<file path="config.mk">
export PLATFORM = sky130hd
export DESIGN_NAME = vdt_top
export DESIGN_NICKNAME = d
export VERILOG_FILES = /design/src/common/vdt_pkg.sv /design/src/hw/vdt_top.sv
export VERILOG_INCLUDE_DIRS = /design/src /design/src/common
export SDC_FILE = /design/constraint.sdc
export NUM_CORES = 2
export LEC_CHECK = 0
export BUFFER_PORTS_ARGS = -buffer_cell sky130_fd_sc_hd__buf_2
export CORE_MARGIN = 2
export CORE_UTILIZATION = 35
export DETAILED_ROUTE_END_ITERATION = 10
export PLACE_DENSITY = 0.51
export SYNTH_ARGS = -nofsm -noshare
export SYNTH_HDL_FRONTEND = slang
export SYNTH_SLANG_ARGS = --single-unit
</file>
<file path="constraint.sdc">
create_clock -name CLK -period 10.75 [get_ports CLK]
set_input_delay 0.5375 -clock CLK [delete_from_list [all_inputs] [get_ports CLK]]
set_output_delay 0.5375 -clock CLK [all_outputs]
set_load 0.01 [all_outputs]
</file>
<file path="src/common/vdt_defs.svh">
// Constants of the video display timing block
// Assumes inclusion ahead of the package and the design modules
`ifndef VDT_DEFS_SVH
`define VDT_DEFS_SVH
`define VDT_WORD_W   64
`define VDT_DEPTH    8
`define VDT_PIX_W    30
`define VDT_LANE_W   32
`define VDT_DENSE_W  10
`define VDT_NORM_W   16
`define VDT_BLANK_Y  10'h040
`define VDT_BLANK_C  10'h200
`define VDT_RST_CNT  16'h0000
`define VDT_RST_BIT  1'b0
`endif

</file>
<file path="src/common/vdt_pkg.sv">
// Types of the video display timing block
// Assumes vdt_defs.svh is compiled with it
package vdt_pkg;
  typedef enum logic [1:0] {
    VDT_YC8 = 2'h0, VDT_YC10 = 2'h1, VDT_RAW8 = 2'h2, VDT_RAW10 = 2'h3
  } vdt_mode_t;
  typedef enum logic [1:0] {
    VDT_C1_HSYNC = 2'h0, VDT_C1_HBLANK = 2'h1,
    VDT_C1_ACTIVE = 2'h2, VDT_C1_FIELD = 2'h3
  } vdt_sel1_t;
  typedef enum logic [1:0] {
    VDT_C2_VSYNC = 2'h0, VDT_C2_VBLANK = 2'h1,
    VDT_C2_COMPOSITE = 2'h2, VDT_C2_FIELD = 2'h3
  } vdt_sel2_t;
  typedef enum logic {
    VDT_C3_COMPBLANK = 1'h0, VDT_C3_FIELD = 1'h1
  } vdt_sel3_t;
  typedef enum logic [2:0] {
    ST_WAIT = 3'b001, ST_RUN = 3'b010, ST_UND = 3'b100
  } vdt_state_t;
  typedef struct packed {
    logic [15:0] frame_width;
    logic [15:0] hb_start;
    logic [15:0] hb_stop;
    logic [15:0] hs_start;
    logic [15:0] hs_stop;
  } vdt_htim_t;
  typedef struct packed {
    logic [15:0] vb_x0, vb_y0, vb_x1, vb_y1;
    logic [15:0] vs_x0, vs_y0, vs_x1, vs_y1;
    logic [15:0] fld_x, fld_y;
    logic signed [15:0] img_hoff, img_voff;
    logic [15:0] img_w, img_h;
  } vdt_ftim_t;
  typedef struct packed {
    vdt_mode_t   mode;
    logic        ten_bit_packing_select;
    logic        scale;
    logic        resample;
    logic        default_fill_enable;
    logic        rgb_unpack_enable;
    logic        external_timing_enable;
    logic [3:0]  pixel_count_divider;
    logic [15:0] frame_height;
    logic [7:0]  y_lo, y_hi, c_lo, c_hi;
    logic [7:0]  y_def, cb_def, cr_def;
    vdt_sel1_t   sel1;
    vdt_sel2_t   sel2;
    vdt_sel3_t   sel3;
  } vdt_vid_t;
  typedef struct packed {
    logic underrun, complete, unacked, vert1, vert2;
  } vdt_evt_t;
endpackage

</file>
<file path="src/hw/vdt_top.sv">
// Display timing and pixel output of a video port, with its data FIFO
// Assumes a 40 MHz CLK and a link clock slower than CLK / 4
`timescale 1ns/1ps
`include "vdt_defs.svh"

module vdt_fifo #(
  parameter int WIDTH = `VDT_WORD_W,
  parameter int DEPTH = `VDT_DEPTH
) (
  input  wire logic                       clk,       // Clock
  input  wire logic                       arst_n,    // Async reset
  input  wire logic                       in_valid,  // Word offered
  output logic                            in_ready,  // Room left
  input  wire logic [WIDTH-1:0]           in_data,   // Word in
  output logic                            out_valid, // Word held
  input  wire logic                       out_ready, // Word taken
  output logic [WIDTH-1:0]                out_data,  // Word out
  output logic [$clog2(DEPTH):0]          count      // Fill level
);
  localparam int AW = $clog2(DEPTH);
  logic [WIDTH-1:0] mem [DEPTH];
  logic [AW:0]      wp_r;
  logic [AW:0]      rp_r;

  // Fill level and flags
  assign count     = wp_r - rp_r;
  assign in_ready  = count != (AW+1)'(DEPTH);
  assign out_valid = count != '0;
  assign out_data  = mem[rp_r[AW-1:0]];

  // Storage
  always_ff @(posedge clk) begin
    if (in_valid && in_ready) mem[wp_r[AW-1:0]] <= in_data;
  end

  // Pointers
  always_ff @(posedge clk or negedge arst_n) begin
    if (!arst_n) begin
      wp_r <= '0;
      rp_r <= '0;
    end else begin
      if (in_valid && in_ready) wp_r <= wp_r + 1'b1;
      if (out_valid && out_ready) rp_r <= rp_r + 1'b1;
    end
  end
endmodule

module vdt_top
  import vdt_pkg::*;
(
  input  wire logic                 CLK,         // 40 MHz clock
  input  wire logic                 ARST_N,      // Async reset
  input  wire logic                 ENABLE,      // Display on
  input  wire logic                 UND_RECOVER, // Leave underrun
  input  wire logic                 CMP_ACK,     // Ack complete
  input  wire vdt_vid_t             CFG_V,       // Video config
  input  wire vdt_htim_t            CFG_H,       // Line timing
  input  wire vdt_ftim_t            CFG_F1,      // Field one
  input  wire vdt_ftim_t            CFG_F2,      // Field two
  input  wire logic [3:0]           THRESHOLD,   // DMA words
  input  wire logic [4:0]           INT_MASK,    // Event enables
  input  wire logic                 VCLK_IN,     // Link clock pin
  output logic                      PIX_CLK_OUT, // Pixel clock out
  input  wire logic [2:0]           CTL_I,       // Control pins in
  output logic [2:0]                CTL_O,       // Control pins out
  output logic [2:0]                CTL_OE,      // Pin enables
  output logic [`VDT_PIX_W-1:0]     VDATA,       // Pixel data
  output logic                      DMA_REQ,     // Refill request
  input  wire logic                 DIN_VALID,   // Word offered
  input  wire logic [`VDT_WORD_W-1:0] DIN,       // Word in
  output logic                      DIN_READY,   // FIFO room
  output vdt_evt_t                  EVENTS,      // Event pulses
  output logic                      INT_OUT,     // Global interrupt
  output logic                      FIELD_ID,    // Current field
  output logic                      STALLED      // In underrun
);
  logic [2:0]  vclk_r;
  logic [2:0]  ctl_m_r, ctl_s_r, ctl_d_r;
  logic [3:0]  div_r;
  logic [15:0] h_r, v_r;
  logic        field_r, hsync_r, hblank_r, vsync_r, vblank_r, fld_r;
  logic [2:0]  ctl_o_r;
  vdt_state_t  st_r, st_nxt;
  logic [63:0] word_r;
  logic        have_r, dup_r, img_r, pend_r, req_r, int_r;
  logic [2:0]  idx_r;
  logic [9:0]  chist_r [2];
  logic [4:0]  outst_r;
  logic [`VDT_PIX_W-1:0] vdata_r, pix_val;
  vdt_evt_t    ev, ev_r;
  vdt_ftim_t   f;
  logic        fo_valid;
  logic [63:0] fo_data;
  logic [3:0]  fcnt;

  // Pixel-line match at a programmed position
  function automatic logic at(logic [15:0] h, logic [15:0] v,
                              logic [15:0] x, logic [15:0] y);
    at = (h == x) && (v == y);
  endfunction

  // Clamp a ten-bit sample to eight-bit bounds
  function automatic logic [9:0] clip(logic [9:0] s, logic [7:0] lo,
                                      logic [7:0] hi);
    if (s < {lo, 2'b00}) clip = {lo, 2'b00};
    else if (s > {hi, 2'b11}) clip = {hi, 2'b11};
    else clip = s;
  endfunction

  // Ten-bit sample k of a buffer word
  function automatic logic [9:0] samp(logic [63:0] w, logic [2:0] k,
                                      logic ten, logic dense);
    logic [63:0] t;
    t = w >> (7'(k) * 7'(`VDT_NORM_W));
    if (!ten) t = w >> {k, 3'b000};
    else if (dense && k > 3'd2)
      t = w >> (7'(`VDT_LANE_W) + 7'(k - 3'd3) * 7'(`VDT_DENSE_W));
    else if (dense) t = w >> (7'(k) * 7'(`VDT_DENSE_W));
    samp = ten ? t[9:0] : {t[7:0], 2'b00};
  endfunction

  // Index of the last unit held in one word
  function automatic logic [2:0] last_unit(vdt_vid_t c);
    logic [3:0] s;
    s = !c.mode[0] ? 4'h8 : (c.ten_bit_packing_select ? 4'h6 : 4'h4);
    if (c.mode[1] && c.rgb_unpack_enable) last_unit = 3'h1;
    else if (c.mode[1]) last_unit = 3'(s - 4'h1);
    else last_unit = 3'(s[3:1] - 3'h1);
  endfunction

  wire ext    = CFG_V.external_timing_enable;
  wire raw    = CFG_V.mode[1];
  wire pix_en = vclk_r[1] & ~vclk_r[2];
  wire [2:0] rise = ctl_s_r & ~ctl_d_r;
  wire div_hit = (div_r + 4'h1) >= CFG_V.pixel_count_divider;
  wire adv   = pix_en && (!raw || div_hit);
  wire h_end = h_r == CFG_H.frame_width - 16'h1;
  wire v_end = v_r == CFG_V.frame_height - 16'h1;
  wire blank = hblank_r || vblank_r;
  assign f = field_r ? CFG_F2 : CFG_F1;

  //------------------------------------------------------------------
  // Link sampling
  //------------------------------------------------------------------
  // Two-stage synchronisers, third stage for edge detection
  always_ff @(posedge CLK or negedge ARST_N) begin
    if (!ARST_N) begin
      vclk_r  <= '0;
      ctl_m_r <= '0;
      ctl_s_r <= '0;
      ctl_d_r <= '0;
    end else begin
      vclk_r  <= {vclk_r[1:0], VCLK_IN};
      ctl_m_r <= CTL_I;
      ctl_s_r <= ctl_m_r;
      ctl_d_r <= ctl_s_r;
    end
  end
  assign PIX_CLK_OUT = vclk_r[2];

  //------------------------------------------------------------------
  // Frame counters
  //------------------------------------------------------------------
  // Raw mode advance divider
  always_ff @(posedge CLK or negedge ARST_N) begin
    if (!ARST_N) div_r <= '0;
    else if (pix_en) div_r <= (!raw || div_hit) ? 4'h0 : div_r + 4'h1;
  end

  // Pixel, line and field, resynchronised by pins as slave
  always_ff @(posedge CLK or negedge ARST_N) begin
    if (!ARST_N) begin
      h_r     <= `VDT_RST_CNT;
      v_r     <= `VDT_RST_CNT;
      field_r <= `VDT_RST_BIT;
    end else if (ext && (rise[0] || rise[1])) begin
      if (rise[0]) h_r <= CFG_H.hs_start;
      if (rise[1]) v_r <= ctl_s_r[2] ? CFG_F2.vs_y0 : CFG_F1.vs_y0;
      field_r <= ctl_s_r[2];
    end else if (adv) begin
      h_r <= h_end ? 16'h0 : h_r + 16'h1;
      if (h_end) begin
        v_r <= v_end ? 16'h0 : v_r + 16'h1;
        // As slave the field follows pin three, not the wrap
        if (v_end && !ext) field_r <= ~field_r;
      end
    end
  end

  //------------------------------------------------------------------
  // Sync, blank and field identity
  //------------------------------------------------------------------
  // Set and clear at programmed positions
  always_ff @(posedge CLK or negedge ARST_N) begin
    if (!ARST_N) begin
      hsync_r  <= `VDT_RST_BIT;
      hblank_r <= `VDT_RST_BIT;
      vsync_r  <= `VDT_RST_BIT;
      vblank_r <= `VDT_RST_BIT;
      fld_r    <= `VDT_RST_BIT;
    end else if (adv) begin
      if (h_r == CFG_H.hs_start) hsync_r <= 1'b1;
      else if (h_r == CFG_H.hs_stop) hsync_r <= 1'b0;
      if (h_r == CFG_H.hb_start) hblank_r <= 1'b1;
      else if (h_r == CFG_H.hb_stop) hblank_r <= 1'b0;
      if (at(h_r, v_r, f.vs_x0, f.vs_y0)) vsync_r <= 1'b1;
      else if (at(h_r, v_r, f.vs_x1, f.vs_y1)) vsync_r <= 1'b0;
      if (at(h_r, v_r, f.vb_x0, f.vb_y0)) vblank_r <= 1'b1;
      else if (at(h_r, v_r, f.vb_x1, f.vb_y1)) vblank_r <= 1'b0;
      // Each field's position acts only inside that field
      if (!field_r && at(h_r, v_r, CFG_F1.fld_x, CFG_F1.fld_y))
        fld_r <= 1'b0;
      else if (field_r && at(h_r, v_r, CFG_F2.fld_x, CFG_F2.fld_y))
        fld_r <= 1'b1;
    end
  end

  // Control pin selection, registered
  always_ff @(posedge CLK or negedge ARST_N) begin
    if (!ARST_N) ctl_o_r <= '0;
    else begin
      case (CFG_V.sel1)
        VDT_C1_HSYNC:  ctl_o_r[0] <= hsync_r;
        VDT_C1_HBLANK: ctl_o_r[0] <= hblank_r;
        VDT_C1_ACTIVE: ctl_o_r[0] <= !blank;
        default:       ctl_o_r[0] <= fld_r;
      endcase
      case (CFG_V.sel2)
        VDT_C2_VSYNC:     ctl_o_r[1] <= vsync_r;
        VDT_C2_VBLANK:    ctl_o_r[1] <= vblank_r;
        VDT_C2_COMPOSITE: ctl_o_r[1] <= hsync_r | vsync_r;
        default:          ctl_o_r[1] <= fld_r;
      endcase
      ctl_o_r[2] <= (CFG_V.sel3 == VDT_C3_FIELD) ? fld_r : blank;
    end
  end
  assign CTL_O  = ctl_o_r;
  assign CTL_OE = {3{~ext}};

  //------------------------------------------------------------------
  // Image window
  //------------------------------------------------------------------
  // Signed window bounds from end of blanking
  logic signed [17:0] x0, y0, hs, vs;
  logic in_win;
  assign x0 = $signed({2'b00, CFG_H.hb_stop}) +
              $signed({{2{f.img_hoff[15]}}, f.img_hoff});
  assign y0 = $signed({2'b00, f.vb_y1}) +
              $signed({{2{f.img_voff[15]}}, f.img_voff});
  assign hs = $signed({2'b00, h_r});
  assign vs = $signed({2'b00, v_r});
  assign in_win = hs >= x0 && hs < x0 + $signed({2'b00, f.img_w}) &&
                  vs >= y0 && vs < y0 + $signed({2'b00, f.img_h});

  //------------------------------------------------------------------
  // Run control
  //------------------------------------------------------------------
  wire want  = adv && st_r == ST_RUN && in_win && !dup_r;
  wire take  = want && have_r;
  wire under = want && !have_r;
  wire fdone = adv && h_end && v_end;

  // Next state
  always_comb begin
    st_nxt = st_r;
    case (st_r)
      ST_WAIT: if (ENABLE && fdone) st_nxt = ST_RUN;
      ST_RUN:  if (!ENABLE) st_nxt = ST_WAIT;
               else if (under) st_nxt = ST_UND;
      ST_UND:  if (UND_RECOVER) st_nxt = ST_WAIT;
      default: st_nxt = ST_WAIT;
    endcase
  end

  // State register
  always_ff @(posedge CLK or negedge ARST_N) begin
    if (!ARST_N) st_r <= ST_WAIT;
    else st_r <= st_nxt;
  end
  assign STALLED = st_r == ST_UND;

  //------------------------------------------------------------------
  // Buffer and unpacking
  //------------------------------------------------------------------
  vdt_fifo #(.WIDTH(`VDT_WORD_W), .DEPTH(`VDT_DEPTH)) u_fifo (
    .clk       (CLK),
    .arst_n    (ARST_N),
    .in_valid  (DIN_VALID),
    .in_ready  (DIN_READY),
    .in_data   (DIN),
    .out_valid (fo_valid),
    .out_ready (!have_r),
    .out_data  (fo_data),
    .count     (fcnt)
  );

  // Current word and unit index
  always_ff @(posedge CLK or negedge ARST_N) begin
    if (!ARST_N) begin
      word_r <= '0;
      have_r <= 1'b0;
      idx_r  <= '0;
    end else if (fo_valid && !have_r) begin
      word_r <= fo_data;
      have_r <= 1'b1;
      idx_r  <= '0;
    end else if (take) begin
      if (idx_r == last_unit(CFG_V)) have_r <= 1'b0;
      idx_r <= idx_r + 3'h1;
    end
  end

  // Scaling repeat flag
  always_ff @(posedge CLK or negedge ARST_N) begin
    if (!ARST_N) dup_r <= 1'b0;
    else if (adv)
      dup_r <= CFG_V.scale && in_win && st_r == ST_RUN && !dup_r;
  end

  // Unit extraction
  logic [9:0]  y_s, c_s, c_f;
  logic [31:0] lane;
  always_comb begin
    y_s  = samp(word_r, {idx_r[1:0], 1'b0}, CFG_V.mode[0],
                CFG_V.ten_bit_packing_select);
    c_s  = samp(word_r, {idx_r[1:0], 1'b1}, CFG_V.mode[0],
                CFG_V.ten_bit_packing_select);
    c_f  = CFG_V.resample ?
           10'(({1'b0, c_s} + {1'b0, chist_r[1]}) >> 1) : c_s;
    lane = word_r[idx_r[0]*`VDT_LANE_W +: `VDT_LANE_W];
    if (raw && CFG_V.rgb_unpack_enable)
      pix_val = CFG_V.mode[0] ? lane[29:0] : {6'h00, lane[23:0]};
    else if (raw)
      pix_val = {20'h00000, samp(word_r, idx_r, CFG_V.mode[0],
                                 CFG_V.ten_bit_packing_select)};
    else
      pix_val = {10'h000, clip(y_s, CFG_V.y_lo, CFG_V.y_hi),
                 clip(c_f, CFG_V.c_lo, CFG_V.c_hi)};
  end

  // Chroma history for interpolation
  always_ff @(posedge CLK or negedge ARST_N) begin
    if (!ARST_N) begin
      chist_r[0] <= `VDT_BLANK_C;
      chist_r[1] <= `VDT_BLANK_C;
    end else if (take && !raw) begin
      chist_r[0] <= c_s;
      chist_r[1] <= chist_r[0];
    end
  end

  // Output pixel
  always_ff @(posedge CLK or negedge ARST_N) begin
    if (!ARST_N) begin
      vdata_r <= '0;
      img_r   <= 1'b0;
    end else if (adv) begin
      img_r <= take && !raw && !blank; // Image sample really shown
      if (blank)
        vdata_r <= {10'h000, `VDT_BLANK_Y, `VDT_BLANK_C};
      else if (take)
        vdata_r <= pix_val;
      else if (in_win && dup_r && st_r == ST_RUN)
        vdata_r <= vdata_r;
      else if (CFG_V.default_fill_enable)
        vdata_r <= {10'h000, CFG_V.y_def, 2'b00,
                    h_r[0] ? CFG_V.cr_def : CFG_V.cb_def, 2'b00};
      else
        vdata_r <= {10'h000, `VDT_BLANK_Y, `VDT_BLANK_C};
    end
  end
  assign VDATA = vdata_r;

  //------------------------------------------------------------------
  // DMA request
  //------------------------------------------------------------------
  wire push = DIN_VALID && DIN_READY;
  wire [4:0] avail = 5'(`VDT_DEPTH) - {1'b0, fcnt} - outst_r;
  wire go = THRESHOLD != 4'h0 && avail >= {1'b0, THRESHOLD};

  // One request per threshold of uncommitted space
  always_ff @(posedge CLK or negedge ARST_N) begin
    if (!ARST_N) begin
      req_r   <= 1'b0;
      outst_r <= '0;
    end else begin
      req_r   <= go;
      outst_r <= outst_r + (go ? {1'b0, THRESHOLD} : 5'h00)
                 - ((push && outst_r != 5'h00) ? 5'h01 : 5'h00);
    end
  end
  assign DMA_REQ = req_r;

  //------------------------------------------------------------------
  // Events
  //------------------------------------------------------------------
  always_comb begin
    ev.underrun = under;
    ev.complete = fdone && st_r == ST_RUN;
    ev.unacked  = ev.complete && pend_r;
    ev.vert1    = adv && !field_r && at(h_r, v_r, f.vs_x0, f.vs_y0);
    ev.vert2    = adv && field_r && at(h_r, v_r, f.vs_x0, f.vs_y0);
  end

  // Pending completion, set wins over acknowledge
  always_ff @(posedge CLK or negedge ARST_N) begin
    if (!ARST_N) pend_r <= 1'b0;
    else if (ev.complete) pend_r <= 1'b1;
    else if (CMP_ACK) pend_r <= 1'b0;
  end

  // Event pulses and masked interrupt
  always_ff @(posedge CLK or negedge ARST_N) begin
    if (!ARST_N) begin
      ev_r  <= '0;
      int_r <= 1'b0;
    end else begin
      ev_r  <= ev;
      int_r <= |(ev & INT_MASK);
    end
  end
  assign EVENTS   = ev_r;
  assign INT_OUT  = int_r;
  assign FIELD_ID = field_r;
endmodule

</file>
# --- Word-level counts from Yosys, hierarchy flattened ---
# Memory sizes are Yosys's and may differ from the RTL's. A register that Yosys moved wholly into a read port is not among the register bits.
# Cells that the tools add are included.
classes:
  add_sub_neg: 26
  mul: 6
  magnitude_cmp: 13
  eq_ne: 33
  shift: 13
  mux: 76
  n_bitwise: 8
  n_reduce_logical: 80
ops:
  columns: ["cell", "count"]
  rows:
  - ["right shift 64 x 7 -> 10 bit", 9]
  - ["== test 16 bit", 18]
  - ["two-way mux 224 bit", 1]
  - ["right shift 64 x 6 -> 10 bit", 3]
  - ["two-way mux 10 bit", 17]
  - ["two-way mux 16 bit", 10]
  - ["two-way mux 30 bit", 5]
  - ["indexed part select 64 x 7 -> 30 bit", 1]
  - ["logical AND 1 bit", 42]
  - ["two-way mux 20 bit", 2]
  - ["adder 17 x 16 -> 18 bit", 2]
  - ["adder 18 x 17 -> 18 bit", 2]
  - ["greater-or-equal comparator 17 x 18 -> 1 bit", 2]
  - ["less-than comparator 17 x 18 -> 1 bit", 2]
  - ["adder 16 x 1 -> 16 bit, second input constant", 2]
  - ["subtractor 16 x 1 -> 16 bit, second input constant", 2]
  - ["two-way mux 3 bit", 10]
  - ["two-way mux 1 bit", 23]
  - ["nonzero test 2 bit", 11]
  - ["adder 6 x 7 -> 7 bit, first input constant", 3]
  - ["multiplier 7 x 3 -> 6 bit, second input constant", 3]
  - ["greater-than comparator 10 bit", 2]
  - ["less-than comparator 10 bit", 2]
  - ["AND reduction 2 bit", 8]
  - ["other kinds (42)", 73]
totals:
  register_bits: 135
  mem_bits_rw: 512
  output_inout_bits: 47
  wordCells: 288
  mem_count: 1
memory_table:
  columns: ["memory", "words", "word_bits", "read_ports", "rd_clocked_by_memory_dff", "write_ports", "line_no", "rtl"]
  rows:
  - ["u_fifo.mem", 8, 64, 1, 1, 1, "vdt_top.sv:21", "logic [WIDTH-1:0] mem [DEPTH];"]

# --- Depth between registers and ports, before layout ---
depth:
  depth_word: 16
  depth_mapped: 38

# --- Modules after synthesis ---
# From an unflattened synthesis, not the netlist that was laid out.
hier_totals:
  cells_unflattened: 4266
  hier_area_um2: 47958.5
modules_own_cells:
  columns: ["mod", "n_inst", "cells_each", "area_each_um2"]
  rows:
  - ["vdt_top", 1, 3326, 28160.8]
  - ["vdt_fifo", 1, 940, 19797.7]

# --- Worst setup path before layout ---
# Ideal clock, no wire load.
synth_path:
  path_kind: "register to register"
  from: "reg field_r, in the netlist FIELD_ID"
  to: "reg vdata_r[14], in the netlist VDATA[14]"
  t_arrival_ns: 8.667
  setup_slack_ns: 1.962
  stages_incl_launch_ff: 35
  n_path_buf: 8
  period_less_slack_ns: 8.788
  path_cell_list: "dfrtp_1 > clkbuf_1 > clkbuf_1 > clkbuf_1 > buf_1 > clkbuf_1 > clkbuf_1 > mux2_2 > ha_1 > a21o_1 > a21o_1 > a221oi_1 > a21boi_0 > nor2b_1 > o21ai_0 > nand2b_1 > xor2_1 > ha_1 > and3_1 > a31oi_1 > nand2_1 > xnor2_1 > ha_1 > and4_1 > a2111oi_0 > o21ba_2 > o22a_1 > o221ai_1 > o221ai_1 > o21ai_0 > or4_4 > and3_4 > buf_6 > buf_6 > a22o_1"
synth_via:
  elab_chain_len: 12
  word_cells_on_any_way: 21
  classes_between: "add/sub: 4; order compare: 4; eq/ne: 1; mux: 3; reduce/logical: 9"
synth_lines:
  columns: ["item", "line_no", "rtl"]
  rows:
  - ["start: declaration", "vdt_top.sv:81", "logic field_r, hsync_r, hblank_r, vsync_r, vblank_r, fld_r;"]
  - ["start signal: assignment", "vdt_top.sv:175", "field_r <= `VDT_RST_BIT;"]
  - ["start signal: assignment", "vdt_top.sv:179", "field_r <= ctl_s_r[2];"]
  - ["start signal: assignment", "vdt_top.sv:185", "if (v_end && !ext) field_r <= ~field_r;"]
  - ["two-way mux 224 bit *", "vdt_top.sv:140", "assign f = field_r ? CFG_F2 : CFG_F1;"]
  - ["adder 17 x 16 -> 18 bit", "vdt_top.sv:246", "assign x0 = $signed({2'b00, CFG_H.hb_stop}) +"]
  - ["adder 18 x 17 -> 18 bit", "vdt_top.sv:252", "assign in_win = hs >= x0 && hs < x0 + $signed({2'b00, f.img_w}) &&"]
  - ["less-than comparator 17 x 18 -> 1 bit", "vdt_top.sv:252", null]
  - ["logical AND 1 bit (2 in a row)", "vdt_top.sv:252", null]
  - ["logical AND 1 bit *", "vdt_top.sv:253", "vs >= y0 && vs < y0 + $signed({2'b00, f.img_h});"]
  - ["logical AND 1 bit (2 in a row)", "vdt_top.sv:258", "wire want = adv && st_r == ST_RUN && in_win && !dup_r;"]
  - ["logical AND 1 bit", "vdt_top.sv:259", "wire take = want && have_r;"]
  - ["!= test 3 bit (no line) / two-way mux 30 bit (equally long branches)", null, null]
  - ["AND reduction 2 bit (no line) / two-way mux 30 bit (equally long branches)", null, null]
  - ["end signal: assignment", "vdt_top.sv:360", "vdata_r <= {10'h000, `VDT_BLANK_Y, `VDT_BLANK_C};"]
  - ["end signal: assignment", "vdt_top.sv:362", "vdata_r <= pix_val;"]
  - ["end signal: assignment", "vdt_top.sv:364", "vdata_r <= vdata_r;"]
  - ["end: declaration", "vdt_top.sv:89", "logic [`VDT_PIX_W-1:0] vdata_r, pix_val;"]
# Every way passes the cells marked *; elsewhere a longest branch is shown, timed or not.
# A chain may end at the register's enable or synchronous reset.

# --- Worst setup path after layout ---
layout_path:
  from: "reg field_r, in the netlist FIELD_ID"
  to: "reg vdata_r[17], in the netlist VDATA[17]"
# The elaborated chain is that of the path after synthesis.

==> run metrics <==
Worst Reg2Reg Path Length in Cells 27; floorplan die width around 370 um; flop-to-flop setup slack roughly 2.6 ns; slowest cell delay on critical path between 0.9 and 1 ns; worst setup slack after placement 2.72 ns; via total after detailed routing 37785; beginning of the worst register-to-register path FIELD_ID; cell area power density 229 mW/mm2; Data arrival, critical path between 8 and 9 ns; share of the synthesized area in the top cell type about 32%; period utilization about three quarters; cell accounting for the most synthesized area sky130_fd_sc_hd__edfxtp_1; detailed-placement wirelength estimate around 140000 um; Initial DRT Pass Iterations 8; layout cells sized above 1 a little under 30%; most common cell after layout, fill and taps aside sky130_fd_sc_hd__buf_2; Cell Area, Synth roughly 0.048 mm2; total gr overflow 0; leakage power between 20 and 25 nW; number of rows created at floorplan between 100 and 150; number of nets in the finished design between 5000 and 6000; Synth Warn # 0; global placement routability congestion roughly 0.96; endpoint of the worst hold path ctl_m_r[1]; remaining antenna violation count 0; average routed wire per standard cell roughly 28 um; Worst Slack Setup Final around 2.6 ns; number of synthesized flops with an enable pin around 510; most frequent cells in the layout sky130_fd_sc_hd__buf_2 (745), sky130_fd_sc_hd__edfxtp_1 (512), sky130_fd_sc_hd__nand2_1 (325), sky130_fd_sc_hd__mux4_2 (250), sky130_fd_sc_hd__mux2i_1 (234); Setup crit end kind flip-flop; Top Ports 747; clock buffers created by TritonCTS a little over 80; Register Area between 0.02 and 0.025 mm2; die outline height 374 um; GR met1 Demand/Resource about a third; Filler Cell Count roughly 13000; number of antenna violations at the first check in global routing 40; clock period minus final worst setup slack 8.14 ns; global-route wire length before repair around 270000 um; maximum number of pins on one net before global-route repair 99; Total Neg Setup Slack 0 ns; Post-Synthesis Cells just over 4000; Port-buffer cells 746; worst rel slew slack approximately a fifth; Bufs and invs on worst path 0; multi-input logic area around 0.026 mm2; clock transition at the register clock pins on the worst setup and hold paths after CTS 0.06 ns; via count of the first global-routing pass approximately 38000; final setup fails 0; post-detailed-route DRC marker count 0; met3 track demand over resource in global routing 5.04%; flip-flop and latch count after synthesis ~710; Top Family by Delay on Critical Path compound AO/OA/AOI/OAI gates; type of the setup path with the least slack flip-flop to flip-flop; global-route total usage across every layer 26.3%; Internal Pwr Total around 7.6 mW; number of clock sinks 711; number of different library cells in the post-synthesis netlist 99; buffer cell driving the clock tree root sky130_fd_sc_hd__clkbuf_16; clock latency of the later-clocked register in the worst-skew pair roughly 0.67 ns; met2 global-route usage between 40% and 50%; peak supply drop ~0.14 mV; required arrival time at the worst endpoint approximately 11 ns; proportion of register bits with asynchronous set or reset after synthesis 28.0%; endpoint of the worst register-to-register path VDATA[17]; share of total power consumed by net switching 40.9%; number of buffers on the longest clock path 3; CTS resizes 0; slowest stage cell, crit path sky130_fd_sc_hd__dfrtp_4; net switching power 5.27 mW; Placeable Area 0.135 mm2; sequential fraction of the synthesis area a little over two fifths; area growth from synthesis to layout 17.7%; Critical Path Start Type flip-flop; Die Area 0.140 mm2; via density per instance around 5.7; syn avg cell area roughly 11 um2; TritonCTS clock tree built; predominant post-synthesis flop cell sky130_fd_sc_hd__edfxtp_1; Initial Util between 30% and 40%; total count of hold-check failures in the final report 0; RSZ-0062 raised after global routing no; nets in the synthesized netlist about 5000; sequential share of power between 30% and 40%; deepest level of the CTS H-tree 3; Gate power share between 40% and 50%; First DRT Iteration DRCs 3032; GRT Max-Usage Layer met2; beginning of the worst hold path CTL_I[1]; Fin Clk Skew about 0.033 ns; post-detailed-routing wire length around 190000 um; maximum clock rate roughly 0.12 GHz; Max Cap Violations 0; Clk pwr share 21.6%; slew at the pin with the worst max-slew slack ~1.2 ns; ranking of synthesized cells by area sky130_fd_sc_hd__edfxtp_1 (32%), sky130_fd_sc_hd__mux4_2 (12%), sky130_fd_sc_hd__dfrtp_1 (10%), sky130_fd_sc_hd__ha_1 (5.4%), sky130_fd_sc_hd__mux2i_1 (4.9%); path class of the lowest-slack min-delay path input port to flip-flop; max-slew violations 0; top fanout value on the critical path 57; result of the run complete, no violations; Cells on Worst Hold Path 1; core utilization of the finished layout 41.5%
[metrics by stage]
step           cell area [um2]  instances  total power [mW]  hold slack [ns]
2_1_floorplan            47800       4156              8.14            0.242
3_3_place_gp             53500       6492              10.1            0.342
3_5_place_dp             53500       6492              10.1            0.336
4_1_cts                  56200       6647              13.0          0.00330
5_1_grt                  56300       6657              13.7          0.00832
6_report                 56300       6661              12.9           0.0445
[per-layer routing]
layer	vias to the layer above	share of wire, %
met1	18927	41
li1	16987	-
met5	-	0.074
met2	1538	47
met4	22	4.3
met3	311	7.0
[sequential cells by signal (all words and copies together) (netlist names), 5 cells and up]
register    flops
v_r            16
u_fifo.mem    512
word_r         64
EVENTS          5
outst_r         5
chist_r        20
h_r            16
VDATA          30
[how the worst max path moves through the flow]
stage | start | to | slack, ns | cells past startpoint
2_1_floorplan | FIELD_ID | VDATA[14] | 1.96 | 34
3_3_place_gp | FIELD_ID | VDATA[8] | 2.85 | 27
3_5_place_dp | FIELD_ID | VDATA[14] | 2.72 | 27
4_1_cts | FIELD_ID | VDATA[17] | 2.69 | 27
5_1_grt | FIELD_ID | VDATA[5] | 1.99 | 27
6_report | FIELD_ID | VDATA[17] | 2.61 | 27
[synth_stat cells, types with 42 or more instances]
cell type	number
sky130_fd_sc_hd__o21ai_0	174
sky130_fd_sc_hd__nand4_1	50
sky130_fd_sc_hd__ha_1	205
sky130_fd_sc_hd__a21o_1	63
sky130_fd_sc_hd__xnor2_1	215
sky130_fd_sc_hd__dfrtp_1	196
sky130_fd_sc_hd__mux4_2	250
sky130_fd_sc_hd__buf_1	51
sky130_fd_sc_hd__nor3_1	48
sky130_fd_sc_hd__xor2_1	173
sky130_fd_sc_hd__buf_2	60
sky130_fd_sc_hd__inv_1	164
sky130_fd_sc_hd__a21oi_1	160
sky130_fd_sc_hd__a31oi_1	104
sky130_fd_sc_hd__nand2_1	325
sky130_fd_sc_hd__mux2_2	134
sky130_fd_sc_hd__clkbuf_1	192
sky130_fd_sc_hd__nand2b_1	42
sky130_fd_sc_hd__nor2_1	221
sky130_fd_sc_hd__nand3_1	46
sky130_fd_sc_hd__mux2i_1	234
sky130_fd_sc_hd__nor4_1	58
sky130_fd_sc_hd__edfxtp_1	512
[power groups by stage]
stage	clock [mW]	sequential (mW)	combinational (mW)
after floorplan	0	3.67	4.47
after global placement	0	3.93	6.15
after detailed placement	0	3.94	6.19
after CTS	2.87	3.88	6.21
after global routing	2.98	3.92	6.76
final	2.79	3.89	6.23
[cells by family (layout without fill, tap and decap cells)]
kind of cell / after synthesis / in the layout / synth area share, %
and+or+nand+nor: 942 / 942 / 9.44
AOI/OAI and AO/OA: 797 / 797 / 11.1
DFF: 711 / 711 / 42.6
buffers and inverters: 482 / 1192 / 4.03
muxes: 618 / 618 / 19.8
other: 0 / 14 / 0
xor gates and xnor gates: 391 / 391 / 7.23
adders and majority gates: 215 / 215 / 5.77
[what timing repair did]
item / 4_1_cts / 5_1_grt
hold endpoints to repair: 69 / 0
setup endpoints to repair: 0 / 0
setup buffers: 0 / 0
hold buffers: 4 / 0
[area by class of cell]
type                            instances  share of cell area [%]
Antenna cell                           14                  0.0623
Clock buffer                          110                    3.85
Clock inverter                         41                   0.918
Inverter                              168                    1.12
Multi-Input combinational cell       2963                    45.5
Sequential cell                       711                    36.2
Tap cell                             1781                    3.96
Timing Repair Buffer                  873                    8.39
Note: power is estimated with default switching activity, not from simulation.
